==> src/rtl/nv_sram_host_pkg.sv <==
// Package for the host-side controller of a nonvolatile-backed 32K x 8 static RAM.
// Assumes a 20 MHz system clock; every timing count below derives from that rate.
package nv_sram_host_pkg;

	// ------------------------------------------------------------------
	// Widths and clock
	// ------------------------------------------------------------------
	localparam int ADDR_W      = 15;
	localparam int DATA_W      = 8;
	localparam int CNT_W       = 5;
	localparam int CLK_NS      = 50;
	localparam int SEQ_LEN     = 6;

	// ------------------------------------------------------------------
	// Timing: times in ns, counts in cycles (least times round up)
	// ------------------------------------------------------------------
	localparam int ACCESS_NS       = 45;
	localparam int WRITE_PULSE_NS  = 60;
	localparam int BUSY_PULL_NS    = 200;
	localparam int STORE_GUARD_NS  = 1000;
	localparam int SYNC_STAGES     = 2;

	localparam logic [CNT_W-1:0] RD_CYC    =
		CNT_W'((ACCESS_NS + CLK_NS - 1) / CLK_NS + SYNC_STAGES);
	localparam logic [CNT_W-1:0] WR_CYC    =
		CNT_W'((WRITE_PULSE_NS + CLK_NS - 1) / CLK_NS);
	localparam logic [CNT_W-1:0] PULL_CYC  =
		CNT_W'((BUSY_PULL_NS + CLK_NS - 1) / CLK_NS);
	localparam logic [CNT_W-1:0] GUARD_CYC =
		CNT_W'((STORE_GUARD_NS + CLK_NS - 1) / CLK_NS);

	// ------------------------------------------------------------------
	// Software store / recall address sequences
	// ------------------------------------------------------------------
	localparam logic [ADDR_W-1:0] SEQ_A0          = 15'h0e38;
	localparam logic [ADDR_W-1:0] SEQ_A1          = 15'h31c7;
	localparam logic [ADDR_W-1:0] SEQ_A2          = 15'h03e0;
	localparam logic [ADDR_W-1:0] SEQ_A3          = 15'h3c1f;
	localparam logic [ADDR_W-1:0] SEQ_A4          = 15'h303f;
	localparam logic [ADDR_W-1:0] STORE_LAST_ADDR = 15'h0fc0;
	localparam logic [ADDR_W-1:0] RECALL_LAST_ADDR = 15'h0c63;
	localparam logic [2:0]        SEQ_LAST_IDX    = 3'h5;

	// ------------------------------------------------------------------
	// Types
	// ------------------------------------------------------------------
	typedef enum logic [2:0] {
		OP_READ, OP_WRITE, OP_HW_STORE, OP_SW_STORE, OP_SW_RECALL
	} op_t;

	typedef struct packed {
		op_t               op;
		logic [ADDR_W-1:0] addr;
		logic [DATA_W-1:0] wdata;
	} cmd_t;

	typedef struct packed {
		logic              done;
		logic [DATA_W-1:0] rdata;
	} rsp_t;

	function automatic logic [ADDR_W-1:0] seq_addr(input logic [2:0] idx, input logic recall);
		logic [ADDR_W-1:0] a;
		a = SEQ_A0;
		unique case (idx)
			3'h0: a = SEQ_A0;
			3'h1: a = SEQ_A1;
			3'h2: a = SEQ_A2;
			3'h3: a = SEQ_A3;
			3'h4: a = SEQ_A4;
			default: a = recall ? RECALL_LAST_ADDR : STORE_LAST_ADDR;
		endcase
		return a;
	endfunction

endpackage
==> src/rtl/nv_sram_host.sv <==
// Host controller that drives a nonvolatile-backed 32K x 8 static RAM through its pins.
// Assumes the testbench resolves the two-way data and store-busy wires from the enables.
//
// Operation
// - Host presents 15-bit byte address per access.
// - Data lines carry writes out, reads in.
// - Host pulls store-busy low to request save.
// - Host may start save or restore by software.
// - Software save: six ordered reads, 0e38..0fc0.
`timescale 1ns/1ps

module nv_sram_host (
	input  wire logic                                clock,
	input  wire logic                                arst_n,
	input  wire logic                                req_valid,
	input  wire nv_sram_host_pkg::cmd_t              req_cmd,
	output logic                                     req_ready,
	output nv_sram_host_pkg::rsp_t                   rsp,
	output logic [nv_sram_host_pkg::ADDR_W-1:0]      byte_address,
	input  wire logic [nv_sram_host_pkg::DATA_W-1:0] data_lines_i,
	output logic [nv_sram_host_pkg::DATA_W-1:0]      data_lines_o,
	output logic                                     data_lines_oe,
	output logic                                     chip_select_n,
	output logic                                     write_strobe_n,
	output logic                                     output_enable_n,
	input  wire logic                                store_busy_n_i,
	output logic                                     store_busy_n_o,
	output logic                                     store_busy_n_oe
);

	// ------------------------------------------------------------------
	// Reset release and pin synchronisers
	// ------------------------------------------------------------------
	logic [1:0]                            rst_q;
	logic                                  rst_n;
	logic [nv_sram_host_pkg::DATA_W-1:0]   din_meta_q;
	logic [nv_sram_host_pkg::DATA_W-1:0]   din_q;
	logic                                  busy_meta_q;
	logic                                  busy_n_q;

	always_ff @(posedge clock or negedge arst_n) begin
		if (!arst_n) begin
			rst_q <= 2'h0;
		end else begin
			rst_q <= {rst_q[0], 1'b1};
		end
	end
	assign rst_n = rst_q[1];

	always_ff @(posedge clock or negedge rst_n) begin
		if (!rst_n) begin
			din_meta_q  <= 8'h00;
			din_q       <= 8'h00;
			busy_meta_q <= 1'b1;
			busy_n_q    <= 1'b1;
		end else begin
			din_meta_q  <= data_lines_i;
			din_q       <= din_meta_q;
			busy_meta_q <= store_busy_n_i;
			busy_n_q    <= busy_meta_q;
		end
	end

	// ------------------------------------------------------------------
	// Sequencer
	// ------------------------------------------------------------------
	typedef enum logic [2:0] {
		S_IDLE, S_RD_ACC, S_RD_GAP, S_WR_PULSE, S_WR_REC, S_HW_PULL, S_BUSY_WAIT
	} state_t;

	state_t                                state_q, state_d;
	logic [nv_sram_host_pkg::CNT_W-1:0]    cnt_q, cnt_d;
	logic [2:0]                            idx_q, idx_d;
	logic                                  seq_q, seq_d;
	logic                                  recall_q, recall_d;
	nv_sram_host_pkg::cmd_t                cmd_q, cmd_d;
	logic                                  accept;
	logic                                  finish;

	// Requests wait while the device signals a save or restore.
	assign accept = req_valid && req_ready && busy_n_q;

	always_comb begin
		state_d  = state_q;
		cnt_d    = cnt_q;
		idx_d    = idx_q;
		seq_d    = seq_q;
		recall_d = recall_q;
		cmd_d    = cmd_q;
		finish   = 1'b0;
		if (cnt_q != '0) begin
			cnt_d = cnt_q - 5'h01;
		end
		unique case (state_q)
			S_IDLE: begin
				if (accept) begin
					cmd_d    = req_cmd;
					idx_d    = 3'h0;
					seq_d    = (req_cmd.op == nv_sram_host_pkg::OP_SW_STORE) ||
					           (req_cmd.op == nv_sram_host_pkg::OP_SW_RECALL);
					recall_d = req_cmd.op == nv_sram_host_pkg::OP_SW_RECALL;
					unique case (req_cmd.op)
						nv_sram_host_pkg::OP_WRITE: begin
							state_d = S_WR_PULSE;
							cnt_d   = nv_sram_host_pkg::WR_CYC;
						end
						nv_sram_host_pkg::OP_HW_STORE: begin
							state_d = S_HW_PULL;
							cnt_d   = nv_sram_host_pkg::PULL_CYC;
						end
						default: begin
							state_d = S_RD_ACC;
							cnt_d   = nv_sram_host_pkg::RD_CYC;
						end
					endcase
				end
			end
			S_RD_ACC: begin
				if (cnt_q == 5'h01) begin
					state_d = S_RD_GAP;
				end
			end
			S_RD_GAP: begin
				// Back-to-back sequence reads with one deselected cycle between them.
				if (seq_q && idx_q != nv_sram_host_pkg::SEQ_LAST_IDX) begin
					idx_d   = idx_q + 3'h1;
					state_d = S_RD_ACC;
					cnt_d   = nv_sram_host_pkg::RD_CYC;
				end else if (seq_q) begin
					state_d = S_BUSY_WAIT;
					cnt_d   = nv_sram_host_pkg::GUARD_CYC;
				end else begin
					state_d = S_IDLE;
					finish  = 1'b1;
				end
			end
			S_WR_PULSE: begin
				if (cnt_q == 5'h01) begin
					state_d = S_WR_REC;
				end
			end
			S_WR_REC: begin
				state_d = S_IDLE;
				finish  = 1'b1;
			end
			S_HW_PULL: begin
				if (cnt_q == 5'h01) begin
					state_d = S_BUSY_WAIT;
					cnt_d   = nv_sram_host_pkg::GUARD_CYC;
				end
			end
			S_BUSY_WAIT: begin
				// Device may skip the save; the guard covers its start delay.
				if (cnt_q == '0 && busy_n_q) begin
					state_d = S_IDLE;
					finish  = 1'b1;
				end
			end
		endcase
	end

	always_ff @(posedge clock or negedge rst_n) begin
		if (!rst_n) begin
			state_q  <= S_IDLE;
			cnt_q    <= '0;
			idx_q    <= 3'h0;
			seq_q    <= 1'b0;
			recall_q <= 1'b0;
			cmd_q    <= '0;
		end else begin
			state_q  <= state_d;
			cnt_q    <= cnt_d;
			idx_q    <= idx_d;
			seq_q    <= seq_d;
			recall_q <= recall_d;
			cmd_q    <= cmd_d;
		end
	end

	// ------------------------------------------------------------------
	// Pin drivers, registered from the next state
	// ------------------------------------------------------------------
	always_ff @(posedge clock or negedge rst_n) begin
		if (!rst_n) begin
			byte_address    <= '0;
			data_lines_o    <= 8'h00;
			data_lines_oe   <= 1'b0;
			chip_select_n   <= 1'b1;
			write_strobe_n  <= 1'b1;
			output_enable_n <= 1'b1;
			store_busy_n_o  <= 1'b1;
			store_busy_n_oe <= 1'b0;
		end else begin
			if (state_d == S_RD_ACC && seq_d) begin
				byte_address <= nv_sram_host_pkg::seq_addr(idx_d, recall_d);
			end else if (state_d == S_RD_ACC || state_d == S_WR_PULSE) begin
				byte_address <= cmd_d.addr;
			end
			chip_select_n   <= !(state_d == S_RD_ACC || state_d == S_WR_PULSE);
			output_enable_n <= state_d != S_RD_ACC;
			write_strobe_n  <= state_d != S_WR_PULSE;
			// Data is held one cycle past the strobe to cover the device hold time.
			data_lines_oe   <= state_d == S_WR_PULSE || state_d == S_WR_REC;
			data_lines_o    <= cmd_d.wdata;
			store_busy_n_o  <= 1'b0;
			store_busy_n_oe <= state_d == S_HW_PULL;
		end
	end

	// ------------------------------------------------------------------
	// Response
	// ------------------------------------------------------------------
	always_ff @(posedge clock or negedge rst_n) begin
		if (!rst_n) begin
			rsp       <= '0;
			req_ready <= 1'b0;
		end else begin
			rsp.done  <= finish;
			req_ready <= state_d == S_IDLE;
			if (state_q == S_RD_ACC && cnt_q == 5'h01 && !seq_q) begin
				rsp.rdata <= din_q;
			end
		end
	end
endmodule // nv_sram_host

==> config.mk <==
export PLATFORM = sky130hd
export DESIGN_NAME = nv_sram_host
export DESIGN_NICKNAME = d
export VERILOG_FILES = /design/src/rtl/nv_sram_host_pkg.sv /design/src/rtl/nv_sram_host.sv
export SDC_FILE = /design/constraint.sdc
export NUM_CORES = 1
export LEC_CHECK = 0
export ABC_AREA = 0
export BUFFER_PORTS_ARGS = -buffer_cell sky130_fd_sc_hd__buf_2
export CORE_ASPECT_RATIO = 2
export CORE_MARGIN = 1.5
export CORE_UTILIZATION = 54
export CTS_CLUSTER_DIAMETER = 200
export CTS_CLUSTER_SIZE = 24
export DETAILED_ROUTE_END_ITERATION = 10
export MAX_ROUTING_LAYER = met4
export PLACE_DENSITY = 0.81
export REMOVE_ABC_BUFFERS = 1
export SYNTH_ARGS = -nofsm -noshare
export SYNTH_HDL_FRONTEND = slang
export SYNTH_SLANG_ARGS = --single-unit
==> constraint.sdc <==
create_clock -name clock -period 3.95 [get_ports clock]
set_clock_uncertainty 0.15 [all_clocks]
set_input_delay 0.1975 -clock clock [delete_from_list [all_inputs] [get_ports clock]]
set_output_delay 0.1975 -clock clock [all_outputs]
set_load 0.03 [all_outputs]
Yosys cells after proc, flatten, opt, wreduce, memory -nomap -nowiden --
Cells that the tools add are included.
Word-level totals: bits of input ports 38, memory bits (read-only) 0, flip-flop bits (word level) 87, latch bits 0, output and inout port bits 39, bits in writable memories 0, memories kept 0
Cells by class: $mul 0, reductions and logical operators 19, muxes and demuxes 33, eq/ne operators 22, divide/modulo/power cells 0, bitwise operators 0, add/sub/neg operators 2, magnitude comparators 0, shift-type cells 0
Operator list (number):
- $pmux W14 S5 | 1
- $mux W23 | 2
- $mux W15 | 2
- $mux W3 | 9
- $mux W5 | 5
- $eq A3 B2 Y1 const B | 7
- $eq A3 B3 Y1 const B | 7
- $pmux W3 S7 | 1
- $pmux W3 S2 | 3
- $pmux W5 S3 | 1
- $eq A3 B1 Y1 const B | 4
- $mux W10 | 1
- $logic_not A3 Y1 | 3
- $logic_and A1 B1 Y1 | 7
- $mux W1 | 7
- $eq A5 B1 Y1 const B | 1
- $logic_not A5 Y1 | 1
- $reduce_bool A5 Y1 | 1
- $sub A5 B1 Y5 const B | 1
- $add A3 B1 Y3 const B | 1
- $logic_or A1 B1 Y1 | 3
- $ne A3 B1 Y1 const B | 1
- $ne A3 B2 Y1 const B | 1
- $ne A3 B3 Y1 const B | 1
- 4 further kinds | 5

Longest topological paths before layout --
depth after elaboration 8, depth in mapped cells 12, mapped depth without buffers 9

Least setup slack after synthesis --
OpenSTA, ideal clock, no wires.
path kind register to register, start register cnt_q[0] (netlist name), end register byte_address[13] (netlist name), path buffers 1, arrival time 2.503 ns, stages on the path, launching flop included 11, slack 1.228 ns, clock period less this slack 2.722 ns, cells stage by stage dfrtp_1 inv_1 ha_1 or4b_1 buf_2 o311ai_4 o2111ai_4 nor2_4 inv_2 or4_4 nand3_1
On the way: cells in the longest elaborated chain, start to end 7, elaborated cells on any way between the ends 14, those cells by class 3 x eq/ne; 6 x mux; 5 x reduce/logical
RTL lines:
- start, declared | RTL line nv_sram_host.sv:72 | logic [nv_sram_host_pkg::CNT_W-1:0] cnt_q, cnt_d;
- start signal, assigned | RTL line nv_sram_host.sv:172 | cnt_q <= cnt_d;
- $logic_not A5 Y1 | RTL line nv_sram_host.sv:154 | if (cnt_q == '0 && busy_n_q) begin
- $logic_and A1 B1 Y1 | RTL line nv_sram_host.sv:154
- $mux W3 | RTL line nv_sram_host.sv:154
- $pmux W3 S7 (*) | RTL line nv_sram_host.sv:94 | unique case (state_q)
- net state_d[2] | RTL line nv_sram_host.sv:71 | state_t state_q, state_d;
- $eq A3 B1 Y1 or $eq A3 B2 Y1 (tied branches) | RTL line nv_sram_host.sv:194, nv_sram_host.sv:196
- $logic_and A1 B1 Y1 or $logic_or A1 B1 Y1 (tied branches) | RTL line nv_sram_host.sv:194, nv_sram_host.sv:196
- $mux W15 or $reduce_bool A2 Y1 (tied branches)
- end signal, assigned | RTL line nv_sram_host.sv:195 | byte_address <= nv_sram_host_pkg::seq_addr(idx_d, recall_d);
- end signal, assigned | RTL line nv_sram_host.sv:197 | byte_address <= cmd_d.addr;
- end, declared | RTL line nv_sram_host.sv:19 | output logic [nv_sram_host_pkg::ADDR_W-1:0] byte_address,
Mark *: on every way through the listed nets, which the timed path passes. The rest lies on a longest branch. A chain may end at the register's enable or synchronous reset.

Worst setup path after layout --
Ends and elaborated chain as after synthesis.

==> run metrics <==
outcome=completed; Die X=a little over 60 um; P_int=2.319 mW; CTS buffer count=9; CP Launch Type=register; Rows=between 40 and 50; crit-path leading delay family=simple AND/OR/NAND/NOR gates; die area=7486 sq um; period utilization=0.8586; largest stage delay on the critical path=0.62 ns; DP Worst Slack=0.6017 ns; largest net degree at the start of global routing=86; final hold vios=0; final worst slack=approximately 0.56 ns; Worst Tran Pin Value=1.053 ns; y dimension of the die=120.9 um; EDFF count, synth=0; R2R depth=9; Clock H-tree levels=3; main combinational cell family by area after synthesis=simple AND/OR/NAND/NOR gates; Yosys cell types=60; Synth async-reset ratio=1.000; post-synthesis xor/xnor area fraction=0.009340; R2R setup slack=~0.56 ns; final number of max-transition violations=0; final WL=9301 um; clock sink count=87; WL per Instance=16.91 um; register area share after synthesis=0.5824; final setup TNS=0 ns; clock network fraction of total power=0.217; synthesized-area fraction occupied by adder cells=0.01668; nets@finish=500; CP max FO=20; via count=around 3,100; Switching Fraction=0.4232; IO Pins=77; Comb pwr share=0.425; worst path buffer plus inverter count=2; crit path kind=register to register; Avg Vias per Cell=about 5.6; CP Data Required Time=4.07 ns; core outline area=6674 sq um; net switching power=1.702 mW; Mapped Area=3751 sq um; I/O Buffers=76; setup repair after global routing missed its margin=false; Pleak=2.364 nW; peak supply drop=639.2 uV; post-layout utilization of the core=0.7177; initial antenna violation count=0; GRT Total Usage=0.2811; Avg Cell Area, Syn=10.54 sq um; Diodes inserted=0; sequential power share=0.358; most used flip-flop cell after synthesis=dfrtp_1; drt pass-1 iters=4; Cells after Synth=356; routability cong.=0.9237; Compound-Gate Fraction of Synth Area=0.1224; DP HPWL=5885 um; Synth area leaders=dfrtp_1, nand2_1, dfstp_2; maxcap violations=0; DRC errors left=0; stages on the worst setup path=9; DRT iter0 DRCs=134; Max Buffers Root-to-Sink=2; CP Capture Type=register; first-pass GRT wire length=~15,000 um; synth warn=0; final setup fails=0; area leader, netlist=dfrtp_1; antenna-violating nets left=0; Worst slew margin=0.2983; crit path DAT=3.51 ns; clk slew on worst S/H paths=0.07 ns; #FFs+latches synth=87; CTS tree=built; gr ovfl total=0; Tmin final=3.392 ns; cell count after placement=501; worst path cell trace=inv_1 -> ha_1 -> or4b_1 -> o311ai_4 -> o2111ai_4 -> nor2_4 -> inv_2 -> or4_4 -> nand3_1; fraction of layout cells with a size suffix above 1=0.2641; fill count=around 460; Power Density=839.4 nW/um^2; post-route insts no fill=550; vias in the first global route=around 3,200; CP max-delay cell=or4b_1; worst skew pair latency=approximately 0.34 ns; Yosys top cell area share=0.5404; Starting Density=0.5621; Highest Clock Rate=about 290 MHz; worst hold slack=0.03205 ns; clock root cell=clkbuf_16; mux contribution to synthesized area=0.02935; simple-gate share of the synthesized area=0.1965; area grow syn2layout=27.69%; hold crit path type=input pin to async pin
-- stage by stage --
stage / power [mW] / cell area [sq um]
floorplan: 2.616 / 3630
global placement: 3.035 / 4154
detailed placement: 3.098 / 4154
CTS: 4.002 / 4790
global route: 4.264 / 4790
finish: 4.021 / 4790
-- layout by cell type, fill, tap and decap left out, types with 3 or more instances in the layout --
cell           instances
nand2_1               90
dfrtp_1               80
buf_2                 76
dlygate4sd3_1         33
nand3_1               13
nor2_1                12
a21oi_1               10
o21ai_0               10
clkbuf_16              9
inv_1                  8
mux2_2                 8
nor3b_1                6
dfstp_2                6
and3_1                 5
nor3_1                 5
ha_1                   5
and2_1                 4
nor2b_1                4
o21a_1                 4
buf_4                  4
or2_2                  3
nand4_1                3
o22ai_1                3
xor2_1                 3
o211ai_1               3
a22o_1                 3
inv_6                  3
-- cell usage after synthesis (6+ instances only) --
master    instances
a21oi_1          10
dfrtp_1          81
mux2_2            8
buf_4             8
o21ai_0          10
inv_1             8
dfstp_2           6
nand2_1          90
nand3_1          13
nor2_1           12
clkbuf_1          9
nor3b_1           6
-- worst register-to-register path, delay by kind of cell (launching register included) --
family / cells / cell delay, ns
compound gates: 2 / 0.54
fa+ha+maj: 1 / 0.20
buf+inv: 2 / 0.37
flops: 1 / 0.39
simple gates: 4 / 1.67
-- final cells by class --
class / count / area (sq um) / share of cell area
well taps: 88 / 110.1 / 0.02299
repair buffers: 113 / 740.7 / 0.1546
clock inverters: 6 / 76.32 / 0.01594
clock buffers: 10 / 229.0 / 0.04781
inverters: 9 / 33.78 / 0.007053
flip-flops and latches: 87 / 2188 / 0.4569
multi-input cells: 237 / 1411 / 0.2947
-- kinds of logic after synthesis --
logic type,Yosys count
xor+xnor,4
compound gates,60
flops,87
buf+inv,32
other cells,2
fa+ha+maj,5
mux,10
simple gates,156
-- flip-flops by register name, indices dropped and copies added (netlist names) --
name             cells
output_enable_n      1
byte_address        15
cnt_q                5
req_ready            1
data_lines_oe        1
state_q              3
seq_q                1
store_busy_n_oe      1
din_meta_q           8
din_q                8
chip_select_n        1
write_strobe_n       1
data_lines_o         8
idx_q                3
cmd_q               15
rst_q                2
store_busy_n_o       1
rsp                  9
recall_q             1
busy_meta_q          1
busy_n_q             1
-- routing by layer --
layer / vias up / part of all wire / GRT usage
met2: 93 / 0.56 / 0.4546
met1: 1519 / 0.34 / 0.2863
li1: 1417 / - / -
met5: - / 0 / -
met4: 0 / 0.076 / 0.2074
met3: 53 / 0.030 / 0.05117
-- final timing paths --
| kind | startpoint | to |
|---|---|---|
| min in group clock | req_cmd[23] | cnt_q[1] |
| max | cnt_q[0] | byte_address[13] |
| min | arst_n | rst_q[0] |
| min reg2reg | din_meta_q[6] | din_q[6] |
| max in group asynchronous | rst_q[1] | cnt_q[2] |
| max reg2reg | cnt_q[0] | byte_address[13] |
-- power by group through the flow --
stage	clock, mW	sequential (mW)	combinational (mW)
final	0.871	1.44	1.71
after global routing	0.919	1.48	1.87
after CTS	0.873	1.43	1.70
after detailed placement	0	1.44	1.65
after global placement	0	1.43	1.60
after floorplan	0	1.77	0.846
-- what timing repair did --
| item | CTS | global route |
|---|---|---|
| gates resized for setup | 0 | 0 |
| endpoints found under the hold margin | 34 | 0 |
| setup buffers | 0 | 0 |
| hold buffers | 33 | 0 |
(Power assumes the default switching activity.)
